## src/pkg/isr_params.svh

```systemverilog
// offsets, field positions, reset values and widths of the status block
`ifndef ISR_PARAMS_SVH
`define ISR_PARAMS_SVH
`define ISR_MASK_W        15
`define ISR_MASK_ALL      15'h7fff
`define ISR_A_OPER_EVT    8'h00
`define ISR_A_OPER_COND   8'h01
`define ISR_A_OPER_EN     8'h02
`define ISR_A_OPER_PTR    8'h03
`define ISR_A_OPER_NTR    8'h04
`define ISR_A_REG_EVT     8'h05
`define ISR_A_REG_COND    8'h06
`define ISR_A_REG_EN      8'h07
`define ISR_A_REG_PTR     8'h08
`define ISR_A_REG_NTR     8'h09
`define ISR_A_QUES_EN     8'h0a
`define ISR_A_QUES_PTR    8'h0b
`define ISR_A_QUES_NTR    8'h0c
`define ISR_A_ESR         8'h10
`define ISR_A_ESE         8'h11
`define ISR_A_SRE         8'h12
`define ISR_A_PRE         8'h13
`define ISR_A_STB         8'h14
`define ISR_A_IST         8'h15
`define ISR_A_PSC         8'h16
`define ISR_A_CMD         8'h17
`define ISR_A_STAT        8'h18
`define ISR_CMD_PRESET    0
`define ISR_CMD_CLS       1
`define ISR_CMD_OPC       2
`define ISR_CMD_WAI       3
`define ISR_STB_ERR       2
`define ISR_STB_QUES      3
`define ISR_STB_MAV       4
`define ISR_STB_ESB       5
`define ISR_STB_MSS       6
`define ISR_STB_OPER      7
`define ISR_ESR_OPC       0
`endif

```

## src/pkg/isr_pkg.sv

```systemverilog
// types shared by the status block
`default_nettype none
package isr_pkg;
  typedef logic [14:0] isr_mask_t;
  typedef struct packed {
    isr_mask_t cond_q;
    isr_mask_t evt_q;
    isr_mask_t en_q;
    isr_mask_t ptr_q;
    isr_mask_t ntr_q;
  } isr_grp_t;
  typedef enum logic [1:0] {
    ISR_IDLE    = 2'b00,
    ISR_OPC_ARM = 2'b01,
    ISR_WAIT    = 2'b10
  } isr_state_t;
endpackage
`default_nettype wire

```

## src/pkg/isr_grp_if.sv

```systemverilog
// interface carrying one event group's controls and results
`timescale 1ns/1ps
`default_nettype none
interface isr_grp_if;
  import isr_pkg::*;
  logic      wr_en;
  logic      wr_ptr;
  logic      wr_ntr;
  logic      rd_evt;
  logic      preset;
  logic      clear;
  isr_mask_t wdata;
  isr_mask_t cond;
  isr_grp_t  st;
  logic      summary;
  modport grp (input wr_en, wr_ptr, wr_ntr, rd_evt, preset, clear, wdata, cond,
               output st, summary);
  modport ctl (output wr_en, wr_ptr, wr_ntr, rd_evt, preset, clear, wdata, cond,
               input st, summary);
endinterface
`default_nettype wire

```

## src/logic/isr_group.sv

```systemverilog
// one event group: condition, transition filters, sticky event, enable
`timescale 1ns/1ps
`default_nettype none
`include "isr_params.svh"
module isr_group #(
  parameter logic [14:0] EN_PRESET = 15'h0000
) (
  input wire logic clk,
  input wire logic rstn,
  isr_grp_if.grp   g
);
  import isr_pkg::*;
  isr_grp_t  s_q, s_d;
  isr_mask_t rise, fall;

  // edge detect against the previous condition
  always_comb begin
    rise = g.cond & ~s_q.cond_q;
    fall = ~g.cond & s_q.cond_q;
    s_d = s_q;
    s_d.cond_q = g.cond;
    if (g.rd_evt || g.clear) begin
      s_d.evt_q = '0;
    end
    // new transitions win over a read-clear in the same cycle
    s_d.evt_q = s_d.evt_q | (rise & s_q.ptr_q) | (fall & s_q.ntr_q);
    if (g.wr_en) s_d.en_q = g.wdata;
    if (g.wr_ptr) s_d.ptr_q = g.wdata;
    if (g.wr_ntr) s_d.ntr_q = g.wdata;
    if (g.preset) begin
      s_d.en_q  = EN_PRESET;
      s_d.ptr_q = `ISR_MASK_ALL;
      s_d.ntr_q = '0;
    end
  end

  always_ff @(posedge clk or negedge rstn) begin
    if (!rstn) begin
      s_q <= {15'h0000, 15'h0000, 15'h0000, 15'h7fff, 15'h0000};
    end else begin
      s_q <= s_d;
    end
  end

  assign g.st      = s_q;
  assign g.summary = |(s_q.evt_q & s_q.en_q);
endmodule // isr_group
`default_nettype wire

```

## src/logic/isr_status.sv

```systemverilog
// status reporting core: groups, standard event, status byte, poll logic
`timescale 1ns/1ps
`default_nettype none
`include "isr_params.svh"

module isr_status (
  input  wire logic                   clk,
  input  wire logic                   rstn,
  input  wire logic [7:0]             addr,
  input  wire logic [15:0]            wdata,
  input  wire logic                   wr,
  input  wire logic                   rd,
  output logic      [15:0]            rdata,
  input  wire isr_pkg::isr_mask_t     oper_cond_pin,
  input  wire isr_pkg::isr_mask_t     reg_cond_pin,
  input  wire isr_pkg::isr_mask_t     ques_evt_pin,
  input  wire logic [7:0]             std_event_set,
  input  wire logic                   err_queue_nonempty,
  input  wire logic                   msg_available,
  input  wire logic                   ops_pending,
  output logic                        err_queue_clear,
  output logic                        cmd_stall,
  output logic                        srq,
  output logic                        ist,
  output logic                        psc_flag
);
  import isr_pkg::*;

  // ----------------------------------------
  // state and pin synchronisers
  // ----------------------------------------
  typedef struct packed {
    logic [1:0][14:0] oc_s;
    logic [1:0][14:0] rc_s;
    logic [1:0][14:0] qe_s;
    logic [1:0][7:0]  se_s;
    logic [1:0]       eq_s;
    logic [1:0]       ma_s;
    logic [1:0]       op_s;
    isr_mask_t        ques_evt_q;
    isr_mask_t        ques_en_q;
    isr_mask_t        ques_ptr_q;
    isr_mask_t        ques_ntr_q;
    logic [7:0]       esr_q;
    logic [7:0]       ese_q;
    logic [7:0]       sre_q;
    logic [15:0]      pre_q;
    logic             psc_q;
    logic             por_q;
    isr_state_t       st_q;
    logic [15:0]      rdata_q;
    logic             eqclr_q;
    logic             stall_q;
    logic             srq_q;
    logic             ist_q;
  } isr_core_t;

  isr_core_t q, d;
  isr_grp_if oper_if ();
  isr_grp_if reg_if ();
  logic [7:0] stb;
  logic       mss, ist_now, wr_cmd;

  // status byte from the synchronised and latched sources
  function automatic logic [7:0] make_stb(input logic err, input logic ques,
                                          input logic mav, input logic esb,
                                          input logic oper, input logic [7:0] sre);
    logic [7:0] b;
    b = 8'h00;
    b[`ISR_STB_ERR]  = err;
    b[`ISR_STB_QUES] = ques;
    b[`ISR_STB_MAV]  = mav;
    b[`ISR_STB_ESB]  = esb;
    b[`ISR_STB_OPER] = oper;
    b[`ISR_STB_MSS]  = |(b & sre & 8'hbf);
    return b;
  endfunction

  // ----------------------------------------
  // event groups
  // ----------------------------------------
  // the regulating sub-structure is device dependent, hence all-ones preset enable
  isr_group #(.EN_PRESET(15'h0000)) u_oper (.clk(clk), .rstn(rstn), .g(oper_if.grp));
  isr_group #(.EN_PRESET(`ISR_MASK_ALL)) u_reg (.clk(clk), .rstn(rstn), .g(reg_if.grp));

  assign wr_cmd = wr && (addr == `ISR_A_CMD) && (q.st_q != ISR_WAIT);

  // group controls decoded from the register port
  always_comb begin
    oper_if.wdata  = wdata[14:0];
    reg_if.wdata   = wdata[14:0];
    oper_if.cond   = q.oc_s[1];
    reg_if.cond    = q.rc_s[1];
    oper_if.wr_en  = wr && addr == `ISR_A_OPER_EN;
    oper_if.wr_ptr = wr && addr == `ISR_A_OPER_PTR;
    oper_if.wr_ntr = wr && addr == `ISR_A_OPER_NTR;
    oper_if.rd_evt = rd && addr == `ISR_A_OPER_EVT;
    reg_if.wr_en   = wr && addr == `ISR_A_REG_EN;
    reg_if.wr_ptr  = wr && addr == `ISR_A_REG_PTR;
    reg_if.wr_ntr  = wr && addr == `ISR_A_REG_NTR;
    reg_if.rd_evt  = rd && addr == `ISR_A_REG_EVT;
    oper_if.preset = wr_cmd && wdata[`ISR_CMD_PRESET];
    reg_if.preset  = wr_cmd && wdata[`ISR_CMD_PRESET];
    oper_if.clear  = wr_cmd && wdata[`ISR_CMD_CLS];
    reg_if.clear   = wr_cmd && wdata[`ISR_CMD_CLS];
  end

  // ----------------------------------------
  // core next state
  // ----------------------------------------
  // the operation summary is fed back one cycle later through the group's register
  always_comb begin
    d = q;
    d.oc_s = {q.oc_s[0], oper_cond_pin};
    d.rc_s = {q.rc_s[0], reg_cond_pin};
    d.qe_s = {q.qe_s[0], ques_evt_pin};
    d.se_s = {q.se_s[0], std_event_set};
    d.eq_s = {q.eq_s[0], err_queue_nonempty};
    d.ma_s = {q.ma_s[0], msg_available};
    d.op_s = {q.op_s[0], ops_pending};
    stb = make_stb(q.eq_s[1], |(q.ques_evt_q & q.ques_en_q), q.ma_s[1],
                   |(q.esr_q & q.ese_q), oper_if.summary, q.sre_q);
    mss = stb[`ISR_STB_MSS];
    ist_now = |({8'h00, stb} & q.pre_q);
    d.eqclr_q = 1'b0;
    d.rdata_q = 16'h0000;
    // power-on clear: caught on the first cycle after reset release
    d.por_q = 1'b0;
    if (q.por_q && q.psc_q) begin
      d.sre_q = 8'h00;
      d.ese_q = 8'h00;
      d.pre_q = 16'h0000;
      d.eqclr_q = 1'b1;
    end
    // register reads, data valid next cycle only
    if (rd) begin
      case (addr)
        `ISR_A_OPER_EVT:  d.rdata_q = {1'b0, oper_if.st.evt_q};
        `ISR_A_OPER_COND: d.rdata_q = {1'b0, oper_if.st.cond_q};
        `ISR_A_OPER_EN:   d.rdata_q = {1'b0, oper_if.st.en_q};
        `ISR_A_OPER_PTR:  d.rdata_q = {1'b0, oper_if.st.ptr_q};
        `ISR_A_OPER_NTR:  d.rdata_q = {1'b0, oper_if.st.ntr_q};
        `ISR_A_REG_EVT:   d.rdata_q = {1'b0, reg_if.st.evt_q};
        `ISR_A_REG_COND:  d.rdata_q = {1'b0, reg_if.st.cond_q};
        `ISR_A_REG_EN:    d.rdata_q = {1'b0, reg_if.st.en_q};
        `ISR_A_REG_PTR:   d.rdata_q = {1'b0, reg_if.st.ptr_q};
        `ISR_A_REG_NTR:   d.rdata_q = {1'b0, reg_if.st.ntr_q};
        `ISR_A_QUES_EN:   d.rdata_q = {1'b0, q.ques_en_q};
        `ISR_A_QUES_PTR:  d.rdata_q = {1'b0, q.ques_ptr_q};
        `ISR_A_QUES_NTR:  d.rdata_q = {1'b0, q.ques_ntr_q};
        `ISR_A_ESR: begin
          d.rdata_q = {8'h00, q.esr_q};
          d.esr_q = 8'h00;
        end
        `ISR_A_ESE:       d.rdata_q = {8'h00, q.ese_q};
        `ISR_A_SRE:       d.rdata_q = {8'h00, q.sre_q};
        `ISR_A_PRE:       d.rdata_q = q.pre_q;
        `ISR_A_STB:       d.rdata_q = {8'h00, stb};
        `ISR_A_IST:       d.rdata_q = {15'h0000, ist_now};
        `ISR_A_PSC:       d.rdata_q = {15'h0000, q.psc_q};
        `ISR_A_STAT:      d.rdata_q = {14'h0000, q.st_q};
        default:          d.rdata_q = 16'h0000;
      endcase
    end
    // register writes; preset never touches sre, pre or psc
    if (wr) begin
      case (addr)
        `ISR_A_QUES_EN:  d.ques_en_q  = wdata[14:0];
        `ISR_A_QUES_PTR: d.ques_ptr_q = wdata[14:0];
        `ISR_A_QUES_NTR: d.ques_ntr_q = wdata[14:0];
        `ISR_A_ESE:      d.ese_q = wdata[7:0];
        `ISR_A_SRE:      d.sre_q = wdata[7:0];
        `ISR_A_PRE:      d.pre_q = wdata;
        `ISR_A_PSC:      d.psc_q = wdata[0];
        default:         d.psc_q = q.psc_q;
      endcase
    end
    if (wr_cmd && wdata[`ISR_CMD_PRESET]) begin
      d.ques_en_q  = 15'h0000;
      d.ques_ptr_q = `ISR_MASK_ALL;
      d.ques_ntr_q = 15'h0000;
    end
    if (wr_cmd && wdata[`ISR_CMD_CLS]) begin
      d.esr_q = 8'h00;
      d.ques_evt_q = 15'h0000;
      d.eqclr_q = 1'b1;
    end
    // sticky sets win over any clear in the same cycle
    d.ques_evt_q = d.ques_evt_q | q.qe_s[1];
    d.esr_q = d.esr_q | (q.se_s[1] & 8'hfc);
    // completion sequencer
    case (q.st_q)
      ISR_IDLE: begin
        if (wr_cmd && wdata[`ISR_CMD_WAI]) d.st_q = ISR_WAIT;
        else if (wr_cmd && wdata[`ISR_CMD_OPC]) d.st_q = ISR_OPC_ARM;
      end
      ISR_OPC_ARM: begin
        if (!q.op_s[1]) begin
          d.esr_q[`ISR_ESR_OPC] = 1'b1;
          d.st_q = ISR_IDLE;
        end else if (wr_cmd && wdata[`ISR_CMD_WAI]) d.st_q = ISR_WAIT;
      end
      ISR_WAIT: begin
        if (!q.op_s[1]) d.st_q = ISR_IDLE;
      end
      default: d.st_q = ISR_IDLE;
    endcase
    d.stall_q = (d.st_q == ISR_WAIT);
    d.srq_q = mss;
    d.ist_q = ist_now;
  end

  // ----------------------------------------
  // state register
  // ----------------------------------------
  always_ff @(posedge clk or negedge rstn) begin
    if (!rstn) begin
      q <= '0;
      q.ques_ptr_q <= `ISR_MASK_ALL;
      q.psc_q <= 1'b1;
      q.por_q <= 1'b1;
    end else begin
      q <= d;
    end
  end

  // outputs straight from flip-flops
  assign rdata           = q.rdata_q;
  assign err_queue_clear = q.eqclr_q;
  assign cmd_stall       = q.stall_q;
  assign srq             = q.srq_q;
  assign ist             = q.ist_q;
  assign psc_flag        = q.psc_q;
endmodule // isr_status
`default_nettype wire

```

## config.mk

```make
export PLATFORM = sky130hd
export DESIGN_NAME = isr_status
export DESIGN_NICKNAME = d
export VERILOG_FILES = /design/src/pkg/isr_pkg.sv /design/src/pkg/isr_grp_if.sv /design/src/logic/isr_group.sv /design/src/logic/isr_status.sv
export VERILOG_INCLUDE_DIRS = /design/src /design/src/pkg
export SDC_FILE = /design/constraint.sdc
export NUM_CORES = 1
export LEC_CHECK = 0
export CORE_ASPECT_RATIO = 1.5
export CORE_MARGIN = 1
export CORE_UTILIZATION = 30
export DETAILED_ROUTE_END_ITERATION = 12
export DONT_BUFFER_PORTS = 1
export PLACE_DENSITY = 0.44
export RECOVER_POWER = 100
export REMOVE_ABC_BUFFERS = 1
export SLEW_MARGIN = 5
export SYNTH_ARGS = -nofsm -noshare
export SYNTH_HDL_FRONTEND = slang
export SYNTH_SLANG_ARGS = --single-unit
```

## constraint.sdc

```tcl
create_clock -name clk -period 3.5 [get_ports clk]
set_input_delay 0.525 -clock clk [delete_from_list [all_inputs] [get_ports clk]]
set_output_delay 0.525 -clock clk [all_outputs]
set_load 0.01 [all_outputs]
```

After elaboration in Yosys (flattened, before gate mapping)
Index checks and enable logic that the tools add are counted.
W data, S select, Z words.
{"block": "word_totals", "input_bits": 84, "ff_bits": 386, "out_inout_bits": 21, "wordCells": 160}
{"block": "classes", "n_bitwise": 23, "muxes": 37, "eq_ne": 25, "n_reduce_logical": 38}
{"operator": "$pmux W16 S21", "count": 1}
{"operator": "$mux W15", "count": 12}
{"operator": "$mux W45", "count": 4}
{"operator": "$and A15 B15 Y15", "count": 10}
{"operator": "$or A15 B15 Y15", "count": 5}
{"operator": "$eq A8 B5 Y1 const B", "count": 9}
{"operator": "$not A15 Y15", "count": 4}
{"operator": "$eq A8 B4 Y1 const B", "count": 5}
{"operator": "$mux W8", "count": 5}
{"operator": "$mux W33", "count": 1}
{"operator": "$eq A8 B3 Y1 const B", "count": 4}
{"operator": "$mux W16", "count": 2}
{"operator": "$mux W32", "count": 1}
{"operator": "$reduce_or A15 Y1", "count": 2}
{"operator": "$reduce_bool A2 Y1", "count": 10}
{"operator": "$and A8 B16 Y16", "count": 1}
{"operator": "$and A8 B8 Y8", "count": 2}
{"operator": "$eq A8 B2 Y1 const B", "count": 2}
{"operator": "$reduce_or A16 Y1", "count": 1}
{"operator": "$logic_and A1 B1 Y1", "count": 15}
{"operator": "$mux W2", "count": 5}
{"operator": "$eq A8 B1 Y1 const B", "count": 1}
{"operator": "$logic_not A8 Y1", "count": 1}
{"operator": "$or A8 B8 Y8", "count": 1}
{"operator": "other kinds (10)", "count": 19}

Logic depth before layout (Yosys ltp)
Gate-level depths: netlist (run 1).
{"block": "logic_depth", "depth_word": 8, "ltp_mapped": 10}

By module
From an unflattened synthesis (run 1), not the netlist that was laid out.
{"block": "unflattened", "hier_cells": 1401, "hier_area_um2": 16261.8}
{"mod": "isr_status", "n_inst": 1, "cells_per_inst": 904, "area_per_inst_um2": 10181.0}
{"mod": "isr_group at u_reg", "n_inst": 1, "cells_per_inst": 249, "area_per_inst_um2": 3055.4}
{"mod": "isr_group at u_oper", "n_inst": 1, "cells_per_inst": 248, "area_per_inst_um2": 3025.4}

Worst setup path before layout (run 1)
OpenSTA, ideal clock, no wires.
{"block": "synth_timing", "path_type": "input port to flip-flop", "start": "input addr[4]", "end": "register u_reg.s_q, in the netlist u_reg.g.st[10]", "arrival_time_ns": 2.198, "path_stages": 10, "slack_ns": 1.166, "cell_sequence": "or4_1 > buf_4 > or2_4 > buf_6 > nor2_4 > buf_6 > nand2_2 > buf_2 > nand2_1 > a21oi_1"}
{"block": "synth_between", "elab_chain_len": 5, "word_cells_on_any_way": 8}
{"element": "start, declared", "line": "isr_status.sv:9", "source": "input wire logic [7:0] addr,"}
{"element": "$eq A8 B5 Y1 (no line)"}
{"element": "$logic_and A1 B1 Y1 (2 in series)", "line": "isr_status.sv:86", "source": "assign wr_cmd = wr && (addr == `ISR_A_CMD) && (q.st_q != ISR_WAIT);"}
{"element": "$logic_and A1 B1 Y1", "line": "isr_status.sv:103", "source": "reg_if.preset = wr_cmd && wdata[`ISR_CMD_PRESET];"}
{"element": "$mux W45 or $reduce_bool A2 Y1 (tied branches)"}
{"element": "end signal, assigned", "line": "isr_group.sv:39", "source": "s_q <= {15'h0000, 15'h0000, 15'h0000, 15'h7fff, 15'h0000};"}
{"element": "end, declared", "line": "isr_group.sv:13", "source": "isr_grp_t s_q, s_d;"}
Parallel ways exist; a longest one is shown, timed or not.
A chain may end at the register's enable or synchronous reset.

Final worst setup path (run 1)
{"block": "layout_timing", "start": "input addr[4]", "end": "register u_oper.s_q, in the netlist u_oper.g.st[18]"}
{"block": "layout_between", "elab_chain_len": 5, "word_cells_on_any_way": 8}
{"element": "$eq A8 B5 Y1 (no line)"}
{"element": "$logic_and A1 B1 Y1 (2 in series)", "line": "isr_status.sv:86"}
{"element": "$logic_and A1 B1 Y1", "line": "isr_status.sv:102", "source": "oper_if.preset = wr_cmd && wdata[`ISR_CMD_PRESET];"}
{"element": "$mux W45 or $reduce_bool A2 Y1 (tied branches)"}
{"element": "end signal, assigned", "line": "isr_group.sv:39"}
{"element": "end, declared", "line": "isr_group.sv:13"}
Parallel ways exist; a longest one is shown, timed or not.

==> reports/qor.log, run 1 <==
[status] status complete, but fails checks
[status] violations in the final reports hold timing
[clocking] CTS Buffer Depth 3
[flow_run] max-capacitance violation count 0
[logic_synthesis] Async SR Flop Fraction 100%
[setup_path] Crit-path slowest cell clkbuf_1
[logic_synthesis] top post-synthesis cells by count dfrtp_1 (334), nand2_1 (318), nand3_1 (90)
[logic_synthesis] most common cell in the synthesized netlist dfrtp_1
[hold_path] min-delay worst type primary input to async pin
[timing] final clock period utilization by the worst path 88.5%
[clocking] Clk Latency, worst-skew pair 0.55 ns
[logic_synthesis] fraction of the yosys area taken by sequential cells 62.6%
[routing] iteration-0 DRC count of the detailed router 1061
[die] Die X 187 µm
[setup_path] CP Max Fanout 10
[power_and_ir_drop] total power 10.2 mW
[routing] number of vias after detailed routing 11.1k
[setup_path] origin of the critical flop-to-flop path q[99]
[timing] Setup Skew 0.0161 ns
[die] Die Footprint 52000 µm²
[timing] Setup violations, final 0
[routing] post-route ant nets 0
[final_layout] # nets final 1539
[grt] global-route usage over all layers 19.8%
[power_and_ir_drop] peak supply drop 0.405 mV
[placed_design] last weighted congestion value of the routability-driven placer 0.857
[final_layout] fraction of final layout cells sized beyond drive strength 1 13.0%
[logic_synthesis] most used flip-flop cell after synthesis dfrtp_1
[timing] Worst Tran Pin Value 1.15 ns
[logic_synthesis] synthesized flop and latch total 381
[timing] total count of max-transition violations in the final report 0
[grt] antenna violations before repair 1
[timing] unrepaired setup endpoints after global routing false
[logic_synthesis] Yosys warnings 0
[logic_synthesis] leading cell types by total area after synthesis dfrtp_1 (55%), dfstp_2 (8.1%), nand2_1 (7.8%), nand3_1 (2.9%), o21ai_0 (2.1%)
[die] number of standard-cell rows in the floorplan 101
[power_and_ir_drop] leakage component of the power 7.39 nW
[timing] maximum operating frequency 323 MHz
[final_layout] number of antenna diodes 0
[logic_synthesis] EDFF count, synth 0
[timing] Period minus WS final 3.10 ns
[clocking] TritonCTS clock tree done
[placed_design] number of port buffers 0
[timing] hold slack -0.331 ns
[clocking] post-cts gate resize count 0
[setup_path] longest individual stage delay on the worst path 0.72 ns
[die] initial core utilization 30.3%
[setup_path] Crit path max-delay family simple AND/OR/NAND/NOR gates
[logic_synthesis] Syn Area/Cell 10.9 µm²
[timing] worst-case headroom to the max-slew limit 23.0%
[grt] total congestion overflow 0
[logic_synthesis] Cells after Synth 1408
[clocking] number of hold-repair buffers added at the cts stage 54
[routing] router iterations before antenna repair 8
[routing] routed length per instance 23.7 µm
[grt] global-route wire length before repair 76200 µm
[setup_path] crit end category flop
[clocking] CTS Sinks 381
[setup_path] Req. time, crit path 3.92 ns
[setup_path] CP Cell Sequence or4_1, buf_4, nor3_1, clkbuf_1, nand2_1, clkbuf_1, nand2_1, nand3_1
[clocking] H-tree lvl count 2
[timing] final-report hold violation count 346
[routing] DRC errors left 0
[routing] routed wire length 51000 µm
[logic_synthesis] Yosys top cell by area dfrtp_1
[setup_path] origin of the worst setup path addr[4]
[grt] largest net degree at the start of global routing 382
[clocking] buffers inserted during post-CTS setup optimization 0
[final_layout] count of placed standard cells in the final layout, fillers left out 2155
[die] I/O pin count 105
[clocking] clock transition at the registers of the reported paths 0.06 ns
[die] standard cell core area 50500 µm²
[setup_path] CP bufs+invs 3
[placed_design] Placed Cells incl. Taps 2027
[setup_path] class of the most critical setup path primary input to flop
[placed_design] HPWL after DPL 33800 µm
[logic_synthesis] number of distinct standard cells referenced by the synthesized netlist 56
[setup_path] CP arrival 3.52 ns
[grt] number of global-route vias before repair 11.3k
[logic_synthesis] area share of the leading cell type in the synthesized netlist 54.6%
[power_and_ir_drop] cell area power density 570 nW/µm²
[logic_synthesis] netlist area before placement 15300 µm²
[final_layout] FILL cells 5134
[final_layout] synthesis-to-layout area growth 17.2%
[clocking] total CTS buffers 41
[routing] post-detailed-route via-to-cell ratio 5.13
[die] floorplan die height 279 µm
[setup_path] startpoint types primary input
[clocking] cell at the root of the clock tree clkbuf_16
==> path summary, 6_finish.rpt <==
check | to | slack [ns] | cells past startpoint
setup / recovery | u_oper.g.st[18] | 0.40 | 8
hold / removal | d[235] | -0.33 | 0
setup reg to reg | rdata[0] | 0.79 | 6
hold reg to reg | q[144] | 0.34 | 0
max in group asynchronous | q[165] | 3.04 | 0
min in group clk | u_oper.g.st[25] | 0.08 | 2
==> state kept, by name, summed over array words and instances (netlist names) <==
signal,count
cmd_stall,1
u_oper.g.st,75
psc_flag,1
d,54
reg_if.cond,15
ist,1
oper_if.cond,15
q,126
u_reg.g.st,75
rdata,16
err_queue_clear,1
srq,1
==> kinds of logic (layout without fill, tap and decap cells) <==
logic type             after synthesis  after routing  synth area share (%)
AOI/OAI and AO/OA                  335            335                  15.1
buffers and inverters              140            218                  4.31
DFF                                381            381                  62.6
muxes                               18             18                  1.62
other                                1              1                0.0245
and+or+nand+nor                    533            533                  16.4
==> per-stage QoR <==
step / utilization [%] / TNS, ns / area (µm²) / hold WS, ns / setup slack [ns]
2_1_floorplan: - / -22.09 / 14800 / 0.229 / -1.07
3_3_place_gp: 31.9 / 0 / 16100 / 0.244 / 0.565
4_1_cts: 35.7 / 0 / 18100 / -0.360 / 0.766
3_5_place_dp: 31.9 / 0 / 16100 / 0.240 / 0.543
5_1_grt: 35.5 / 0 / 18000 / -0.348 / 0.410
6_report: 35.5 / 0 / 18000 / -0.331 / 0.402
==> cell usage in the layout, fill, tap and decap left out, drive strengths merged, types with 5 or more instances in the layout <==
cell         instances
nand3b              31
a222oi              18
nor3                19
a32o                 6
dlygate4sd3         54
a31oi                9
clkbuf              71
a22o                21
inv                 36
clkinv               9
buf                 41
a21oi               57
nand3               90
mux2i                9
a221oi              25
nor2                35
a21o                25
a22oi               35
nand2b               6
nand2              320
nor4                 9
dfrtp              334
and3                10
o211ai              30
dfstp               47
a221o                6
mux4                 5
o21ai               85
a211oi               5
==> cell type report <==
type,instances,area (µm²),area share (%)
tap,669,837,4.66
timing repair buffer,110,945,5.26
clock buffer,56,1180,6.60
multi-input combinational,887,5050,28.1
sequential,381,9590,53.4
clock inverter,18,216,1.21
inverter,34,128,0.711
==> report_power, final <==
| part | internal [mW] | switching (mW) |
|---|---|---|
| Sequential | 4.83 | 0.342 |
| Combinational | 0.258 | 0.259 |
| Clock | 2.68 | 1.86 |
| Total | 7.77 | 2.47 |
==> metal layers <==
| metal | vias to the layer above | routed length [µm] | global-route usage (%) |
|---|---|---|---|
| met4 | 0 | 2190 | 8.93 |
| met3 | 100 | 3170 | 3.53 |
| met2 | 426 | 24500 | 33.0 |
| li1 | 5046 | - | - |
| met5 | - | 0 | 0 |
| met1 | 5488 | 21100 | 25.0 |
Note: power is estimated with default switching activity, not from simulation.
==> run 2: changes to the inputs <==
==> constraint.sdc (replaced) <==
create_clock -name clk -period 3.9 [get_ports clk]
set_input_delay 0.585 -clock clk [delete_from_list [all_inputs] [get_ports clk]]
set_output_delay 0.585 -clock clk [all_outputs]
set_load 0.01 [all_outputs]
==> run 2 against run 1 <==
  * The run ends with hold timing, capacitance limit, slew limit left
  * Worst setup slack improved by 0.046 ns
  * Non-clock buffer count shrank 64
  * Clock skew rose by 0.0012 ns
  * Register-to-register slack better by 0.19 ns
  * Global-route usage is essentially flat
  * Hold slack gained 0.075 ns
  * Flip-flop and latch count did not move
  * Critical endpoint is now u_reg.g.st[39]
==> reports/qor.log, run 2 (synthesized netlist as in run 1, its figures left out) <==
[grt] global-route usage over all layers 19.8% [+0.037 points]
[setup_path] Crit-path slowest cell nor4_1
[placed_design] placed standard-cell area 16000 µm² [-0.75%]
[setup_path] class of the most critical setup path primary input to flop
[clocking] Clk Latency, worst-skew pair 0.55 ns [about the same]
[clocking] CTS Sinks 381 [unchanged]
[clocking] total CTS buffers 40 [-2.4%]
[placed_design] HPWL after DPL 33800 µm [+0.12%]
[final_layout] fraction of final layout cells sized beyond drive strength 1 12.7% [-0.30 points]
[final_layout] post-route core utilization 34.1% [-1.4 points]
[placed_design] number of port buffers 0 [unchanged]
[setup_path] Crit path max-delay family simple AND/OR/NAND/NOR gates
[clocking] H-tree lvl count 2 [unchanged]
[hold_path] min-delay worst type primary input to async pin
[final_layout] count of placed standard cells in the final layout, fillers left out 2090 [-3.0%]
[routing] router iterations before antenna repair 6 [-2]
[grt] antenna violations before repair 1 [unchanged]
[timing] Total Negative Setup Slacks 0 ns [unchanged]
[power_and_ir_drop] peak supply drop 0.380 mV [-6.3%]
[setup_path] CP bufs+invs 2 [-1]
[setup_path] Levels on crit path 6 [-2]
[setup_path] Req. time, crit path 4.37 ns [+0.45 ns]
[die] floorplan die height 279 µm [unchanged]
[die] I/O pin count 105 [unchanged]
[grt] largest net degree at the start of global routing 382 [unchanged]
[clocking] CTS Buffer Depth 3 [unchanged]
[placed_design] last weighted congestion value of the routability-driven placer 0.849 [-0.96%]
[timing] final clock period utilization by the worst path 88.5%
[clocking] TritonCTS clock tree done
[routing] routed wire length 51300 µm [+0.71%]
[timing] worst-case headroom to the max-slew limit -30.7% [-54 points]
[setup_path] crit end category flop
[setup_path] logic depth of the worst register-to-register path 5 [-1]
[final_layout] most common cell after layout, fill and taps aside dfrtp_1
[placed_design] Placed Cells incl. Taps 2017 [-0.49%]
[routing] number of vias after detailed routing 10.9k [-1.2%]
[timing] Worst Tran Pin Value 1.96 ns [+0.815 ns]
[setup_path] CP arrival 3.92 ns [+0.40 ns]
[die] Die X 187 µm [unchanged]
[status] violations in the final reports hold timing, capacitance limit, slew limit
[timing] PnR worst setup slack 0.448 ns [+0.0457 ns]
[timing] maximum operating frequency 290 MHz
[final_layout] synthesis-to-layout area growth 12.7%
[routing] post-detailed-route via-to-cell ratio 5.23 [+1.8%]
[die] number of standard-cell rows in the floorplan 101 [unchanged]
[final_layout] register with the most flip-flops q
[clocking] clock transition at the registers of the reported paths 0.06 ns [about the same]
[placed_design] worst setup timing slack at the placement stage 0.528 ns [-0.0158 ns]
[final_layout] # nets final 1474 [-4.2%]
[timing] final-report hold violation count 338 [-2.3%]
[setup_path] startpoint types primary input
[clocking] cell at the root of the clock tree clkbuf_16
[routing] post-route ant nets 0 [unchanged]
[clocking] post-cts gate resize count 0 [unchanged]
[flow_run] max-capacitance violation count 3 [+3]
[final_layout] number of flip-flops in the largest register 126 [unchanged]
[power_and_ir_drop] total power 9.02 mW [-12%]
[timing] unrepaired setup endpoints after global routing false
[routing] DRC errors left 0 [unchanged]
[power_and_ir_drop] leakage component of the power 7.09 nW [-4.1%]
[clocking] buffers inserted during post-CTS setup optimization 0 [unchanged]
[final_layout] final design area excluding fillers 17300 µm² [-3.9%]
[status] status complete, but fails checks
[power_and_ir_drop] cell area power density 523 nW/µm² [-8.4%]
[timing] total count of max-transition violations in the final report 47 [+47]
[grt] number of global-route vias before repair 11.0k [-2.5%]
[die] standard cell core area 50500 µm² [unchanged]
[grt] global-route wire length before repair 76400 µm [+0.29%]
[timing] Setup violations, final 0 [unchanged]
[setup_path] longest individual stage delay on the worst path 1.13 ns [+0.41 ns]
[setup_path] CP Cell Sequence or4_1, buf_4, nor4_1, clkbuf_1, nand2_1, nand3_1
[grt] total congestion overflow 0 [unchanged]
[timing] Setup Skew 0.0173 ns [+0.00122 ns]
[timing] hold slack -0.256 ns [+0.0751 ns]
[setup_path] CP Max Fanout 11 [+1]
[final_layout] commonest cells after routing, fill and taps aside dfrtp_1 (334), nand2_1 (319), nand3_1 (89)
[routing] routed length per instance 24.6 µm [+3.8%]
[routing] iteration-0 DRC count of the detailed router 1062 [+0.094%]
[die] initial core utilization 30.3% [unchanged]
[timing] Period minus WS final 3.45 ns
[die] Die Footprint 52000 µm² [unchanged]
[run 2: final timing paths]
| kind | startpoint | to | slack [ns] |
|---|---|---|---|
| min in group clk | reg_cond_pin[14] | d[205] | 0.06 |
| min reg2reg | d[230] | oper_if.cond[9] | 0.35 |
| max in group asynchronous | rstn | q[70] | 3.49 |
| max | addr[4] | u_reg.g.st[39] | 0.45 |
| min | rstn | d[235] | -0.26 |
| max reg2reg | q[21] | u_reg.g.st[31] | 0.98 |
[run 2: layer usage]
metal | up-vias | part of all wire (%) | GRT usage [%]
li1 | 4919 | - | -
met1 | 5524 | 41 | 25.4
met2 | 394 | 50 | 34.0
met3 | 85 | 6.2 | 3.33
met4 | 0 | 2.9 | 6.52
met5 | - | 0 | 0
[run 2: final cells by class]
class	instances	area, µm²
diodes	2	5.00
clock inverters	13	185
clock buffers	58	1160
repair buffers	46	313
inverters	34	128
fillers	5162	33300
well taps	669	837
multi-input cells	887	5040
flip-flops and latches	381	9590
[run 2: power breakdown]
| group | switching, mW | total, mW | leakage (nW) | internal, mW |
|---|---|---|---|---|
| Clock | 1.61 | 3.95 | 0.653 | 2.34 |
| Combinational | 0.226 | 0.421 | 2.10 | 0.195 |
| Sequential | 0.310 | 4.65 | 4.34 | 4.34 |
| Total | 2.15 | 9.02 | 7.09 | 6.87 |
==> run 3: changes to the inputs <==
--- a/config.mk
+++ b/config.mk
@@ -11,7 +11,7 @@
 export CORE_UTILIZATION = 30
 export DETAILED_ROUTE_END_ITERATION = 12
 export DONT_BUFFER_PORTS = 1
-export PLACE_DENSITY = 0.44
+export PLACE_DENSITY = 0.51
 export RECOVER_POWER = 100
 export REMOVE_ABC_BUFFERS = 1
 export SLEW_MARGIN = 5
==> run 3 against run 2 <==
  * The run still ends with hold timing, capacitance limit, slew limit left
  * Routed wire length down 3.2%
  * Cell count is 0.29% lower
  * Register-to-register slack improved by 0.16 ns
  * Clock skew rose by 0.0029 ns
  * Global-route usage shrank 0.56 points
  * Flip-flop and latch count did not move
  * Non-clock buffer count decreased by 5
  * Combinational power about the same
  * Sequential share of layout area hardly changed
  * Critical path type unchanged
  * Highest routed layer is now met5
==> reports/qor.log, run 3 (synthesized netlist as in run 1, its figures left out) <==
[status] status complete, but fails checks
[status] violations in the final reports hold timing, capacitance limit, slew limit
[clocking] total CTS buffers 40 [unchanged]
[timing] worst-case headroom to the max-slew limit -6.49% [+24 points]
[power_and_ir_drop] peak supply drop 0.306 mV [-19%]
[grt] total congestion overflow 0 [unchanged]
[placed_design] placed standard-cell area 16000 µm² [-0.13%]
[timing] final clock period utilization by the worst path 83.5% [-5.0 points]
[timing] total count of max-transition violations in the final report 101 [+110%]
[setup_path] logic depth of the worst register-to-register path 6 [+1]
[placed_design] worst setup timing slack at the placement stage 0.824 ns [+0.297 ns]
[clocking] buffers inserted during post-CTS setup optimization 0 [unchanged]
[final_layout] number of antenna diodes 0 [-2]
[setup_path] origin of the critical flop-to-flop path q[21]
[die] initial core utilization 30.3% [unchanged]
[setup_path] capture instance of the worst register-to-register path q[80]
[routing] DRC errors left 0 [unchanged]
[final_layout] register with the most flip-flops q
[clocking] TritonCTS clock tree done
[routing] router iterations before antenna repair 6 [unchanged]
[setup_path] internal reg-to-reg setup slack 1.14 ns [+0.16 ns]
[clocking] Clk Latency, worst-skew pair 0.55 ns [about the same]
[final_layout] count of placed standard cells in the final layout, fillers left out 2084 [-0.29%]
[die] Die X 187 µm [unchanged]
[grt] largest net degree at the start of global routing 382 [unchanged]
[clocking] H-tree lvl count 2 [unchanged]
[final_layout] number of flip-flops in the largest register 126 [unchanged]
[timing] Setup Skew 0.0202 ns [+0.00292 ns]
[final_layout] FILL cells 5112 [-0.97%]
[die] number of standard-cell rows in the floorplan 101 [unchanged]
[timing] unrepaired setup endpoints after global routing false
[final_layout] final design area excluding fillers 17300 µm² [about the same]
[power_and_ir_drop] cell area power density 524 nW/µm² [+0.37%]
[timing] Worst Tran Pin Value 1.60 ns [-0.363 ns]
[setup_path] critical path's most frequent cell clkbuf_1
[die] floorplan die height 279 µm [unchanged]
[clocking] post-cts gate resize count 0 [unchanged]
[clocking] cell at the root of the clock tree clkbuf_16
[die] Die Footprint 52000 µm² [unchanged]
[hold_path] min-delay worst type primary input to async pin
[final_layout] commonest cells after routing, fill and taps aside dfrtp_1 (334), nand2_1 (319), nand3_1 (89)
[clocking] CTS Sinks 381 [unchanged]
[routing] post-detailed-route via-to-cell ratio 5.29 [+1.3%]
[clocking] clock transition at the registers of the reported paths 0.06 ns [about the same]
[die] I/O pin count 105 [unchanged]
[setup_path] Req. time, crit path 4.35 ns [-0.02 ns]
[final_layout] most common cell after layout, fill and taps aside dfrtp_1
[setup_path] class of the most critical setup path primary input to flop
[placed_design] number of port buffers 0 [unchanged]
[grt] antenna violations before repair 1 [unchanged]
[placed_design] HPWL after DPL 32700 µm [-3.1%]
[timing] final-report hold violation count 126 [-63%]
[final_layout] # nets final 1469 [-0.34%]
[timing] hold slack -0.274 ns [-0.0179 ns]
[routing] routed wire length 49700 µm [-3.2%]
[clocking] CTS Buffer Depth 3 [unchanged]
[die] standard cell core area 50500 µm² [unchanged]
[timing] maximum operating frequency 307 MHz [+6.0%]
[grt] global-route usage over all layers 19.3% [-0.56 points]
[setup_path] CP Max Fanout 16 [+5]
[setup_path] crit end category flop
[grt] global-route wire length before repair 75200 µm [-1.6%]
[timing] Period minus WS final 3.26 ns [-0.195 ns]
[routing] iteration-0 DRC count of the detailed router 1035 [-2.5%]
[routing] number of vias after detailed routing 11.0k [+0.96%]
[flow_run] max-capacitance violation count 1 [-2]
[timing] PnR worst setup slack 0.643 ns [+0.195 ns]
[power_and_ir_drop] leakage component of the power 7.09 nW [about the same]
[setup_path] longest individual stage delay on the worst path 0.67 ns [-0.46 ns]
[setup_path] Crit-path slowest cell or4_1
[grt] number of global-route vias before repair 11.2k [+1.8%]
[setup_path] startpoint types primary input
[timing] Setup violations, final 0 [unchanged]
[setup_path] CP Cell Sequence or4_1, clkbuf_1, nor2_1, clkbuf_1, a32o_1, a221o_1, nor3_1, a21oi_1
[final_layout] fraction of final layout cells sized beyond drive strength 1 12.7% [-0.035 points]
[placed_design] Placed Cells incl. Taps 2012 [-0.25%]
[routing] post-route ant nets 0 [unchanged]
[final_layout] synthesis-to-layout area growth 12.7% [about the same]
[setup_path] CP arrival 3.71 ns [-0.21 ns]
[placed_design] last weighted congestion value of the routability-driven placer 0.869 [+2.3%]
[routing] routed length per instance 23.8 µm [-2.9%]
==> run 3: critical path: cells and delay by family <==
family	cells	cell delay (ns)
AND/OR/NAND/NOR	3	1.38
buffers and inverters	2	1.12
AO/OA/AOI/OAI	3	0.62
==> run 3: layout make-up <==
cell class / instances / area (µm²) / area share, %
flip-flops and latches: 381 / 9590 / 55.6
multi-input cells: 887 / 5050 / 29.2
clock buffers: 58 / 1170 / 6.79
well taps: 669 / 837 / 4.85
repair buffers: 41 / 292 / 1.69
clock inverters: 14 / 193 / 1.12
inverters: 34 / 128 / 0.739
==> run 3: through the flow <==
step,TNS [ns],utilization [%],power (mW)
6_report,0,34.1,9.05
4_1_cts,0,34.3,9.17
2_1_floorplan,-10.89,-,4.90
3_5_place_dp,0,31.6,5.13
5_1_grt,0,34.1,9.41
3_3_place_gp,0,31.6,5.10
==> run 3: routing by layer <==
layer | GRT usage, % | part of all wire, %
met5 | 0 | 0.034
met4 | 8.74 | 4.3
met3 | 3.46 | 7.2
met2 | 32.4 | 49
met1 | 24.1 | 40
==> run 3: worst max path at each step <==
stage	startpoint	endpoint	slack (ns)	cells past startpoint
finish	addr[4]	rdata[6]	0.64	8
global placement	addr[3]	u_oper.g.st[47]	0.86	7
detailed placement	addr[3]	u_oper.g.st[47]	0.82	7
global route	addr[5]	q[93]	0.50	6
floorplan	addr[5]	q[108]	-0.73	6
CTS	q[21]	u_oper.g.st[53]	1.10	7
==> run 3: power by group <==
part | total [mW] | internal, mW | switching, mW
Clock | 3.99 | 2.36 | 1.63
Sequential | 4.64 | 4.34 | 0.302
Combinational | 0.421 | 0.194 | 0.226
